==> src/common/hisc_pkg.sv <==
// Constants for the halt and light idle standby controller.
// Assumes one system clock domain; register bits arrive on a plain port.
package hisc_pkg;
    // Standby-select field value that chooses light idle
    localparam logic [1:0] SEL_LIGHT_IDLE = 2'h0;
    // Bit positions in power_save_control_reg
    localparam int PSC_REQ_BIT      = 1;
    localparam int PSC_WDT_MASK_BIT = 2;
    localparam int PSC_NMI_MASK_BIT = 3;
    localparam int PSC_INT_MASK_BIT = 4;
    // Bit positions in power_save_mode_reg
    localparam int POWER_SAVE_MODE_REG_SEL_LO_BIT  = 0;
    localparam int POWER_SAVE_MODE_REG_SEL_HI_BIT  = 1;
    // Register indices on the plain port
    localparam logic [1:0] ADDR_PSC    = 2'h0;
    localparam logic [1:0] ADDR_POWER_SAVE_MODE_REG   = 2'h1;
    localparam logic [1:0] ADDR_STATUS = 2'h2;
    localparam logic [7:0] REG_RESET   = 8'h00;
    // Peripheral gate indices
    localparam int GATE_SUBCLK = 0;
    localparam int GATE_EXTCLK = 1;
    // Count clock selects of the timers
    localparam logic [1:0] TCLK_MAIN = 2'h0;
    localparam logic [1:0] TCLK_SUB  = 2'h1;
    localparam logic [1:0] TCLK_BRG  = 2'h2;

    typedef enum logic [2:0] {
        HISC_RUN  = 3'h1,
        HISC_HALT = 3'h2,
        HISC_IDLE = 3'h4
    } hisc_state_t;
endpackage

==> src/rtl/hisc_ctrl.sv <==
// Halt and light idle standby controller: clock gates, wake decision, resume kind.
// Assumes interrupt requests come from same-clock logic; reset pins are synchronised here.
`timescale 1ns/1ps
module hisc_ctrl #(
    parameter int NUM_PRIO = 8
) (
    input  wire logic                       clk_sys,
    input  wire logic                       reset,
    input  wire logic [1:0]                 regAddr,
    input  wire logic [7:0]                 regWdata,
    input  wire logic                       regWrite,
    input  wire logic                       regRead,
    output logic [7:0]                      regRdata,
    input  wire logic                       haltExec,
    input  wire logic                       nmiPin,
    input  wire logic                       watchdogInterrupt,
    input  wire logic                       maskableReq,
    input  wire logic [$clog2(NUM_PRIO)-1:0] reqPrio,
    input  wire logic                       inService,
    input  wire logic [$clog2(NUM_PRIO)-1:0] servicePrio,
    input  wire logic                       interruptsEnabled,
    input  wire logic                       resetPin,
    input  wire logic                       watchdogReset,
    input  wire logic                       lowVoltageDetectReset,
    input  wire logic                       clockMonitorReset,
    input  wire logic                       subclockUsed,
    input  wire logic [1:0]                 intervalTimerClk,
    input  wire logic [1:0]                 watchdogClk,
    input  wire logic [1:0]                 watchTimerClk,
    output logic                            cpuClkEn,
    output logic                            periphClkEn,
    output logic [1:0]                      altPeriphClkEn,
    output logic                            intervalTimerEn,
    output logic                            watchdogTimerEn,
    output logic                            watchTimerEn,
    output logic                            portHold,
    output logic                            cpuStateHold,
    output logic                            coreReset,
    output logic                            wakeAck,
    output logic                            wakeBranch,
    output logic                            wakePulse
);
    import hisc_pkg::*;

    // Reset pins come from outside the clock domain
    logic [3:0] rstSync1;
    logic [3:0] rstSync2;
    always_ff @(posedge clk_sys) begin
        rstSync1 <= {resetPin, watchdogReset, lowVoltageDetectReset, clockMonitorReset};
        rstSync2 <= rstSync1;
    end
    logic anyReset;
    assign anyReset = |rstSync2;

    function automatic logic timerRuns(input logic [1:0] sel, input logic sub);
        timerRuns = sub || (sel != TCLK_SUB);
    endfunction

    function automatic logic isRun(input hisc_state_t s);
        isRun = (s == HISC_RUN);
    endfunction

    hisc_state_t state;
    hisc_state_t next_state;
    logic [7:0]  powerSaveControlReg;
    logic [7:0]  next_powerSaveControlReg;
    logic [7:0]  powerSaveModeReg;
    logic [7:0]  next_powerSaveModeReg;
    logic        inSvcAtEntry;
    logic        next_inSvcAtEntry;
    logic [$clog2(NUM_PRIO)-1:0] svcPrioAtEntry;
    logic [$clog2(NUM_PRIO)-1:0] next_svcPrioAtEntry;
    logic [7:0]  next_regRdata;
    logic        next_cpuClkEn;
    logic        next_periphClkEn;
    logic [1:0]  next_altPeriphClkEn;
    logic        next_intervalTimerEn;
    logic        next_watchdogTimerEn;
    logic        next_watchTimerEn;
    logic        next_wakeAck;
    logic        next_wakeBranch;
    logic        next_wakePulse;
    logic        next_portHold;
    logic        next_cpuStateHold;
    logic        next_coreReset;

    logic nmiWakeHalt;
    logic nmiWakeIdle;
    logic wakeHalt;
    logic wakeIdle;
    logic higherPrio;
    logic wake;

    // Wake sources; masks only count in light idle
    always_comb begin
        nmiWakeHalt = nmiPin || watchdogInterrupt;
        nmiWakeIdle = (nmiPin && !powerSaveControlReg[PSC_NMI_MASK_BIT])
                   || (watchdogInterrupt && !powerSaveControlReg[PSC_WDT_MASK_BIT]);
        wakeHalt = nmiWakeHalt || maskableReq;
        wakeIdle = nmiWakeIdle
                || (maskableReq && !powerSaveControlReg[PSC_INT_MASK_BIT]);
        // Priority judged against the context captured at entry, not the live one
        higherPrio = !inSvcAtEntry || (reqPrio < svcPrioAtEntry);
    end

    always_comb begin
        next_state               = state;
        next_powerSaveControlReg = powerSaveControlReg;
        next_powerSaveModeReg    = powerSaveModeReg;
        next_inSvcAtEntry        = inSvcAtEntry;
        next_svcPrioAtEntry      = svcPrioAtEntry;
        next_wakeAck             = 1'b0;
        next_wakeBranch          = 1'b0;
        next_wakePulse           = 1'b0;
        wake = 1'b0;

        if (regWrite && regAddr == ADDR_PSC) begin
            next_powerSaveControlReg = regWdata;
        end
        if (regWrite && regAddr == ADDR_POWER_SAVE_MODE_REG) begin
            next_powerSaveModeReg = regWdata;
        end
        case (state)
            HISC_RUN: begin
                // Capture service context so the wake can be judged by priority
                next_inSvcAtEntry   = inService;
                next_svcPrioAtEntry = servicePrio;
                if (haltExec) begin
                    next_state = HISC_HALT;
                end else if (powerSaveControlReg[PSC_REQ_BIT]
                    && {powerSaveModeReg[POWER_SAVE_MODE_REG_SEL_HI_BIT], powerSaveModeReg[POWER_SAVE_MODE_REG_SEL_LO_BIT]}
                       == SEL_LIGHT_IDLE) begin
                    next_state = HISC_IDLE;
                end
            end
            HISC_HALT: wake = wakeHalt;
            HISC_IDLE: wake = wakeIdle;
            default:   next_state = HISC_RUN;
        endcase

        if (wake) begin
            // Straight back to run: the oscillator never stopped
            next_state = HISC_RUN;
            next_powerSaveControlReg[PSC_REQ_BIT] = 1'b0;
            next_wakePulse = 1'b1;
            if (nmiWakeHalt && state == HISC_HALT || nmiWakeIdle) begin
                next_wakeAck    = 1'b1;
                next_wakeBranch = 1'b1;
            end else begin
                // Lower priority wakes without acknowledge and stays pending
                next_wakeAck    = higherPrio && interruptsEnabled;
                next_wakeBranch = higherPrio && interruptsEnabled;
            end
        end

        if (anyReset) begin
            next_state               = HISC_RUN;
            next_powerSaveControlReg = REG_RESET;
            next_powerSaveModeReg    = REG_RESET;
            next_wakeAck             = 1'b0;
            next_wakeBranch          = 1'b0;
            next_wakePulse           = 1'b0;
        end

    end

    always_ff @(posedge clk_sys) begin
        if (reset) begin
            state               <= HISC_RUN;
            powerSaveControlReg <= REG_RESET;
            powerSaveModeReg    <= REG_RESET;
            inSvcAtEntry        <= 1'b0;
            svcPrioAtEntry      <= '0;
            wakeAck             <= 1'b0;
            wakeBranch          <= 1'b0;
            wakePulse           <= 1'b0;
        end else begin
            state               <= next_state;
            powerSaveControlReg <= next_powerSaveControlReg;
            powerSaveModeReg    <= next_powerSaveModeReg;
            inSvcAtEntry        <= next_inSvcAtEntry;
            svcPrioAtEntry      <= next_svcPrioAtEntry;
            wakeAck             <= next_wakeAck;
            wakeBranch          <= next_wakeBranch;
            wakePulse           <= next_wakePulse;
        end
    end

    // Read data stand one cycle after the strobe and are zero otherwise
    always_comb begin
        next_regRdata = REG_RESET;
        if (regRead) begin
            case (regAddr)
                ADDR_PSC:    next_regRdata = powerSaveControlReg;
                ADDR_POWER_SAVE_MODE_REG:   next_regRdata = powerSaveModeReg;
                ADDR_STATUS: next_regRdata = {5'h00, state};
                default:     next_regRdata = REG_RESET;
            endcase
        end
    end

    always_ff @(posedge clk_sys) begin
        if (reset) begin
            regRdata <= REG_RESET;
        end else begin
            regRdata <= next_regRdata;
        end
    end

    // Gates follow next state so clocks return on the wake edge
    always_comb begin
        next_cpuClkEn        = isRun(next_state);
        next_periphClkEn     = (next_state != HISC_IDLE);
        // Subclock and external-clock peripherals never lean on the core clock
        next_altPeriphClkEn  = 2'h3;
        next_intervalTimerEn = (next_state == HISC_IDLE) ? 1'b0
                             : isRun(next_state)
                             || timerRuns(intervalTimerClk, subclockUsed);
        // In light idle the watchdog still has a clock to count only when subclock-fed
        next_watchdogTimerEn = (next_state == HISC_IDLE)
                             ? (subclockUsed && (watchdogClk == TCLK_SUB))
                             : isRun(next_state)
                             || timerRuns(watchdogClk, subclockUsed);
        next_watchTimerEn    = isRun(next_state) || subclockUsed
                             || (watchTimerClk == TCLK_BRG);
        next_portHold        = !isRun(next_state);
        next_cpuStateHold    = !isRun(next_state);
        // Core reset lags the synchroniser by one edge so it is glitch-free
        next_coreReset       = anyReset;
    end

    always_ff @(posedge clk_sys) begin
        if (reset) begin
            cpuClkEn        <= 1'b1;
            periphClkEn     <= 1'b1;
            altPeriphClkEn  <= 2'h3;
            intervalTimerEn <= 1'b1;
            watchdogTimerEn <= 1'b1;
            watchTimerEn    <= 1'b1;
            portHold        <= 1'b0;
            cpuStateHold    <= 1'b0;
            coreReset       <= 1'b1;
        end else begin
            cpuClkEn        <= next_cpuClkEn;
            periphClkEn     <= next_periphClkEn;
            altPeriphClkEn  <= next_altPeriphClkEn;
            intervalTimerEn <= next_intervalTimerEn;
            watchdogTimerEn <= next_watchdogTimerEn;
            watchTimerEn    <= next_watchTimerEn;
            portHold        <= next_portHold;
            cpuStateHold    <= next_cpuStateHold;
            coreReset       <= next_coreReset;
        end
    end
endmodule

==> config.mk <==
export PLATFORM = sky130hd
export DESIGN_NAME = hisc_ctrl
export DESIGN_NICKNAME = d
export VERILOG_FILES = /design/src/common/hisc_pkg.sv /design/src/rtl/hisc_ctrl.sv
export SDC_FILE = /design/constraint.sdc
export NUM_CORES = 1
export LEC_CHECK = 0
export BUFFER_PORTS_ARGS = -buffer_cell sky130_fd_sc_hd__buf_4
export CAP_MARGIN = 20
export CORE_UTILIZATION = 49
export CTS_CLUSTER_DIAMETER = 100
export DETAILED_ROUTE_END_ITERATION = 8
export GPL_TIMING_DRIVEN = 1
export HOLD_SLACK_MARGIN = 0.15
export PLACE_DENSITY = 0.77
export SLEW_MARGIN = 0
export SYNTH_ARGS = -nofsm -noshare
export SYNTH_HDL_FRONTEND = slang
export SYNTH_SLANG_ARGS = --single-unit
==> constraint.sdc <==
create_clock -name clk_sys -period 1.8 [get_ports clk_sys]
set_clock_uncertainty 0.2 [all_clocks]
set_input_delay 0.18 -clock clk_sys [delete_from_list [all_inputs] [get_ports clk_sys]]
set_output_delay 0.18 -clock clk_sys [all_outputs]
set_load 0.02 [all_outputs]
---- Word-level counts from Yosys, hierarchy flattened ----
Cells that the tools add are included.
word-level totals
  bits in registers ....................... 48
  logic and storage cells ................. 78
  bits of input ports ..................... 37
  output and inout port bits .............. 21
operators by class
  multiplexer cells ....................... 11
  eq/ne operators ......................... 12
  bitwise gates (word level) .............. 2
  $lt $le $gt $ge ......................... 1
  reductions and logical operators ........ 34
operators by type and width
  kind                                                 count
  one-hot mux 8 bit (3 select lines)                   1
  logical OR 1 bit                                     12
  two-way mux 3 bit                                    4
  OR reduction 6 bit                                   2
  logical AND 1 bit                                    9
  equality test 3 x 1 -> 1 bit, second input constant  2
  equality test 3 bit, second input constant           2
  one-hot mux 3 bit (2 select lines)                   1
  logical NOT 1 bit                                    5
  OR reduction 5 bit                                   1
  equality test 2 x 1 -> 1 bit, second input constant  2
  equality test 2 bit, second input constant           2
  logical NOT 2 bit                                    2
  two-way mux 1 bit                                    4
  != test 2 x 1 -> 1 bit, second input constant        2
  OR reduction 2 bit                                   2
  OR reduction 4 bit                                   1
  equality test 3 x 2 -> 1 bit, second input constant  1
  < comparator 3 bit                                   1
  != test 3 bit, second input constant                 1
  NOT 1 bit                                            2
  one-hot mux 1 bit (2 select lines)                   1

---- Depth between registers and ports, before layout ----
Gate-level depths: netlist (run 1).
  depth in word-level cells ............... 10
  mapped depth ............................ 5
  gate-level depth less buffers ........... 5

---- Worst setup path before layout (run 1) ----
No wires, ideal clock.
  kind .................................... reg2reg
  from .................................... register state[2]
  to ...................................... register watchdogTimerEn
  setup time .............................. 131 ps
  path buffers ............................ 1
  period minus slack after synthesis ...... 1485 ps
  path slack .............................. 315 ps
  arrival time ............................ 1154 ps
  stages on the path, launching flop included .. 6
  path through ............................ dfxtp_1 -> buf_4 -> nor3b_4 -> a21oi_2 -> a21oi_4 -> o211ai_1
between the ends
  longest elaborated chain between the ends .. 8
RTL lines
  what                                                                             RTL line          text
  start, declared                                                                  hisc_ctrl.sv:63   hisc_state_t state;
  start signal, assigned                                                           hisc_ctrl.sv:178  state <= next_state;
  equality test 3 x 2 -> 1 bit (tied with other cells)                             hisc_ctrl.sv:123  case (state)
  OR reduction 2 bit (no source line) / two-way mux 3 bit (equally long branches)  --
  one-hot mux 3 bit (2 select lines)                                               hisc_ctrl.sv:123
  two-way mux 3 bit (*)                                                            hisc_ctrl.sv:141  if (wake) begin
  two-way mux 3 bit (*)                                                            hisc_ctrl.sv:156  if (anyReset) begin
  equality test 3 x 1 -> 1 bit                                                     hisc_ctrl.sv:60   isRun = (s == HISC_RUN);
  logical OR 1 bit                                                                 hisc_ctrl.sv:223  || timerRuns(watchdogClk, subclockUsed);
  two-way mux 1 bit (*)                                                            hisc_ctrl.sv:221  ? (subclockUsed && (watchdogClk == TCLK_SUB))
  end signal, assigned                                                             hisc_ctrl.sv:248  watchdogTimerEn <= next_watchdogTimerEn;
  end, declared                                                                    hisc_ctrl.sv:34   output logic watchdogTimerEn,
Mark *: on every way between the ends. The rest lies on a longest branch, timed or not.
A chain may end at the register's enable or synchronous reset.

---- Worst setup path after layout (run 1) ----
  from .................................... input port subclockUsed
  to ...................................... register watchTimerEn
between the ends
  longest elaborated chain between the ends .. 2
RTL lines
  what                  RTL line          text
  start, declared       hisc_ctrl.sv:26   input wire logic subclockUsed,
  logical OR 1 bit      hisc_ctrl.sv:224  next_watchTimerEn = isRun(next_state) || subclockUsed
  logical OR 1 bit      hisc_ctrl.sv:225  || (watchTimerClk == TCLK_BRG);
  end signal, assigned  hisc_ctrl.sv:249  watchTimerEn <= next_watchTimerEn;
  end, declared         hisc_ctrl.sv:35   output logic watchTimerEn,
Every way passes these cells.

==> results of run 1 <==
flip-flops by register name (all words and copies together) (netlist names), 3 cells and up:
name                 cells
powerSaveControlReg      8
powerSaveModeReg         8
regRdata                 8
rstSync1                 4
rstSync2                 4
state                    3
svcPrioAtEntry           3
area by class of cell:
cell class / count / area share, %
Sequential cell: 48 / 34.7
Multi-Input combinational cell: 121 / 29.2
Timing Repair Buffer: 96 / 29.2
Clock buffer: 6 / 2.62
Tap cell: 46 / 2.08
Clock inverter: 2 / 1.26
Inverter: 8 / 1.08
report_power, final:
group	switching [mW]	leakage [nW]	total [mW]	internal, mW
Sequential	0.00599	0.391	1.08	1.08
Combinational	0.0914	0.775	0.233	0.141
Clock	0.345	0.0552	0.757	0.412
metrics by stage:
stage / instance area [um2] / setup TNS (ps) / utilization [%] / hold WS (ps) / setup WS [ps]
finish: 2770 / 0 / 79.9 / 151 / 85.2
global route: 2770 / -51.3 / 79.9 / 183 / -51.3
CTS: 2750 / 0 / 79.3 / 173 / 22.6
detailed placement: 2280 / 0 / 65.8 / 86.3 / 205
global placement: 2280 / 0 / 65.8 / 84.3 / 245
floorplan: 1840 / 0 / - / 7.72 / 315
cell usage after synthesis, drive strengths merged, types with 3 or more instances:
library cell / number / area, um2
nand2: 6 / 22.5
nor2: 37 / 139
inv: 8 / 30.0
o21ai: 4 / 20.0
a21oi: 12 / 75.1
nor2b: 4 / 25.0
nor3: 3 / 15.0
mux2i: 25 / 250
dfxtp: 48 / 961
buf: 10 / 67.6
nand2b: 5 / 31.3
nor3b: 9 / 78.8
cells by family after synthesis:
group | share of synthesized area [%]
buffers and inverters | 5.52
muxes | 13.6
other | 0.204
adders and majority gates | 1.36
and+or+nand+nor | 19.5
AOI/OAI and AO/OA | 7.43
DFF | 52.4
worst max-delay path, cell delays in order:
cell           delay [ps]
dlygate4sd3_1         550
buf_4                 160
a21oi_1               130
dlygate4sd3_1         590
nand3_1                90
metal layers:
layer / GRT usage, % / share of wire (%) / vias up
met5: 0 / 0 / -
met4: 10.5 / 1.7 / 0
met3: 4.53 / 5.0 / 11
met2: 40.6 / 52 / 62
met1: 26.4 / 41 / 727
li1: - / - / 799
path summary, 6_finish.rpt:
check	endpoint	slack, ps
setup / recovery	watchTimerEn	90
hold / removal	watchdogTimerEn	150
hold reg to reg	powerSaveModeReg[6]	300
setup reg to reg	watchdogTimerEn	170
what timing repair did:
item,4_1_cts,5_1_grt
hold endpoints to repair,45,0
hold buffers,36,0
setup endpoints to repair,0,7
setup buffers,0,0
resized for setup,0,8
==> impl_metrics.env, run 1 <==
export IMPL_status="finished clean"
export IMPL_grt_use_total_pct=23.0
export IMPL_htreeDepth=2
export IMPL_clk_path_buf_depth=2
export IMPL_async_flop_share_pct=0
export IMPL_power_leakage_nw=1.22
export IMPL_fp_coreArea_um2=3470
export IMPL_path_class="in -> reg"
export IMPL_fp_dieH_um=63.2
export IMPL_timing_rr_start="state[2]"
export IMPL_fin_cells=327
export IMPL_synthToLayoutAreaGrowth_pct=51.1
export IMPL_clkSinkCount=48
export IMPL_yosys_most_used_dff="dfxtp_1"
export IMPL_rows=21
export IMPL_grt_ovfl_total=0
export IMPL_finalWeightedCongestion=0.855
export IMPL_start_util_pct=52.9
export IMPL_wl_per_cell_um=13.3
export IMPL_drive_gt1_share_pct=27.4
export IMPL_die_area_um2=3990
export IMPL_insertion_delay_ps=300
export IMPL_whs_path_depth=4
export IMPL_cts_root_buffer="clkbuf_8"
export IMPL_synth_edf_count=0
export IMPL_synth_cells=187
export IMPL_syn_area_um2=1840
export IMPL_reg2reg_depth=4
export IMPL_ys_seq_area_share_pct=52.4
export IMPL_antenna_found_initial=0
export IMPL_synth_distinct_cells=32
export IMPL_io_buffer_count=55
export IMPL_yosys_warnings=0
export IMPL_hold_viol=0
export IMPL_hp_class="in -> reg"
export IMPL_critPathLaunchType="primary input"
export IMPL_power_density_nw_per_um2=748
export IMPL_ir_drop_v=0.000706
export IMPL_io_pins=58
export IMPL_post_route_period_util_pct=95.3
export IMPL_cp_data_required_time_ps=1780
export IMPL_grt_pass1_wl_mm=7.06
export IMPL_regArea_um2=961
export IMPL_avgSynthCellArea_um2=9.82
export IMPL_cts_tree="yes"
export IMPL_holdCritStartpoint="watchdogClk[0]"
export IMPL_cp_max_fo=3
export IMPL_slew_violations=0
export IMPL_max_freq_mhz=583
export IMPL_dp_hpwl_mm=2.55
export IMPL_multi_input_area_um2=808
export IMPL_final_cell_mix="buf_4, dfxtp_1, nor2_1"
export IMPL_viasPerCell=4.89
export IMPL_firstDrtPassIters=4
export IMPL_wl_mm=4.36
export IMPL_fin_crit_ps=1710
export IMPL_final_common_cell="buf_4"
export IMPL_num_vias=1599
export IMPL_total_power_mw=2.07
export IMPL_synth_seq_cells=48
export IMPL_crit_path_end_kind="register"
export IMPL_nNetsFinal=319
export IMPL_die_w_um=63.2
export IMPL_finalSetupViolCount=0
export IMPL_grt_max_degree=15
export IMPL_grt_pass1_vias=1591
export IMPL_place_inst=284
export IMPL_cap_violations=0
export IMPL_drc=0
export IMPL_first_iter_violations=83
export IMPL_crit_arrival_ps=1700
export IMPL_clk_pin_slew_ps=80
export IMPL_n_fill_cell=248
export IMPL_diodes=0
export IMPL_cts_buffers=5
export IMPL_crit_start="subclockUsed"
export IMPL_ant_nets=0
No activity file was read; power rests on OpenSTA's default activity.
==> run 2, diff against run 1 <==
--- a/config.mk
+++ b/config.mk
@@ -12,7 +12,7 @@
 export DETAILED_ROUTE_END_ITERATION = 8
 export GPL_TIMING_DRIVEN = 1
 export HOLD_SLACK_MARGIN = 0.15
-export PLACE_DENSITY = 0.77
+export PLACE_DENSITY = 0.74
 export SLEW_MARGIN = 0
 export SYNTH_ARGS = -nofsm -noshare
 export SYNTH_HDL_FRONTEND = slang
==> run 2 against run 1 <==
Effect of this change: sequential cell count unchanged; core utilization fell by 1.9 points; routed wire length increased by 3.4%; highest routed layer unchanged.
==> impl_metrics.env, run 2 (synthesized netlist as in run 1, its figures left out) <==
export IMPL_status="finished clean"
export IMPL_finalWeightedCongestion=0.894
export IMPL_grt_pass1_vias=1660
export IMPL_post_route_period_util_pct=96.8
export IMPL_crit_arrival_ps=1720
export IMPL_io_pins=58
export IMPL_final_cell_mix="buf_4, dfxtp_1, nor2_1"
export IMPL_hp_class="reg -> reg"
export IMPL_antenna_found_initial=0
export IMPL_die_w_um=63.2
export IMPL_grt_ovfl_total=0
export IMPL_power_leakage_nw=1.19
export IMPL_cts_buffers=5
export IMPL_diodes=0
export IMPL_hold_viol=0
export IMPL_total_power_mw=1.92
export IMPL_grt_use_total_pct=23.6
export IMPL_htreeDepth=2
export IMPL_insertion_delay_ps=300
export IMPL_timing_final_ws_setup_ps=57.1
export IMPL_cp_data_required_time_ps=1780
export IMPL_postCtsSetupBuffers=0
export IMPL_power_density_nw_per_um2=711
export IMPL_reg2reg_slack_ps=140
export IMPL_viasPerCell=5.07
export IMPL_die_area_um2=3990
export IMPL_finalSetupViolCount=0
export IMPL_grt_max_degree=16
export IMPL_place_ws_ps=210
export IMPL_ant_nets=0
export IMPL_ir_drop_v=0.000618
export IMPL_layout_top_registers="powerSaveControlReg x8, powerSaveModeReg x8, regRdata x8"
export IMPL_whs_path_depth=0
export IMPL_clkSinkCount=48
export IMPL_drive_gt1_share_pct=26.2
export IMPL_wl_mm=4.50
export IMPL_fin_util_pct=78.0
export IMPL_grt_pass1_wl_mm=7.22
export IMPL_final_common_cell="buf_4"
export IMPL_rows=21
export IMPL_max_freq_mhz=574
export IMPL_cts_root_buffer="clkbuf_8"
export IMPL_clk_pin_slew_ps=80
export IMPL_crit_path_end_kind="register"
export IMPL_path_class="in -> reg"
export IMPL_slew_violations=0
export IMPL_clk_path_buf_depth=2
export IMPL_fin_tns_setup_ps=0
export IMPL_n_fill_cell=228
export IMPL_fp_coreArea_um2=3470
export IMPL_firstDrtPassIters=4
export IMPL_dp_hpwl_mm=2.92
export IMPL_num_vias=1649
export IMPL_reg2reg_depth=4
export IMPL_cts_tree="yes"
export IMPL_wl_per_cell_um=13.9
export IMPL_start_util_pct=52.9
export IMPL_cap_violations=0
export IMPL_nNetsFinal=317
export IMPL_fp_dieH_um=63.2
export IMPL_io_buffer_count=55
export IMPL_fin_crit_ps=1740
export IMPL_drc=0
export IMPL_first_iter_violations=50
export IMPL_cp_max_fo=2
export IMPL_critPathLaunchType="primary input"
export IMPL_rsz0062_at_grt="no"
export IMPL_synthToLayoutAreaGrowth_pct=47.4
[run 2: cell count changes in the layout (fill, tap and decap cells not counted), sizes merged]
| cell | before | now |
|---|---|---|
| bufinv | 1 | 0 |
| clkbuf | 6 | 5 |
| clkinv | 1 | 3 |
| dlygate4sd3 | 35 | 33 |
[run 2: routing by layer]
metal,track usage [%],routed length [um]
met5,0,0
met4,7.39,68
met3,6.34,239
met1,24.9,1850
met2,44.6,2350
[run 2: worst max-delay path, stage by stage]
cell and delay, ps:
dlygate4sd3_1 540, buf_4 140, nor2b_2 120, nor2b_1 130
dlygate4sd3_1 550, o211ai_1 70
[run 2: area by class of cell]
cell class              instances  area (um2)  area share (%)
clock inverters                 3        18.8           0.694
flip-flops and latches         48         961            35.5
repair buffers                 94         788            29.1
well taps                      46        57.6            2.13
multi-input cells             121         781            28.9
inverters                       8        30.0            1.11
clock buffers                   5        68.8            2.54
[run 2: final timing paths]
kind                  start              end
max          watchdogClk[1]  watchdogTimerEn
min reg2reg     rstSync1[2]      rstSync2[2]
min             rstSync1[2]      rstSync2[2]
max reg2reg        state[2]  intervalTimerEn
[run 2: timing repair]
action | in CTS | in global routing
endpoints found under the setup margin | 0 | 2
hold buffers | 33 | 0
resized for setup | 0 | 2
endpoints found under the hold margin | 42 | 0
[run 2: power by group]
group          internal (mW)  total [mW]  switching [mW]
clock                  0.271       0.615           0.344
combinational          0.135       0.224          0.0882
sequential              1.08        1.08         0.00564
[run 2: per-stage QoR]
| step | cells | hold WS, ps | area [um2] |
|---|---|---|---|
| after floorplan | 188 | 7.72 | 1840 |
| after detailed placement | 284 | 87.3 | 2280 |
| after global routing | 325 | 158 | 2710 |
| final | 325 | 144 | 2710 |
| after CTS | 325 | 152 | 2700 |
| after global placement | 284 | 85.8 | 2280 |
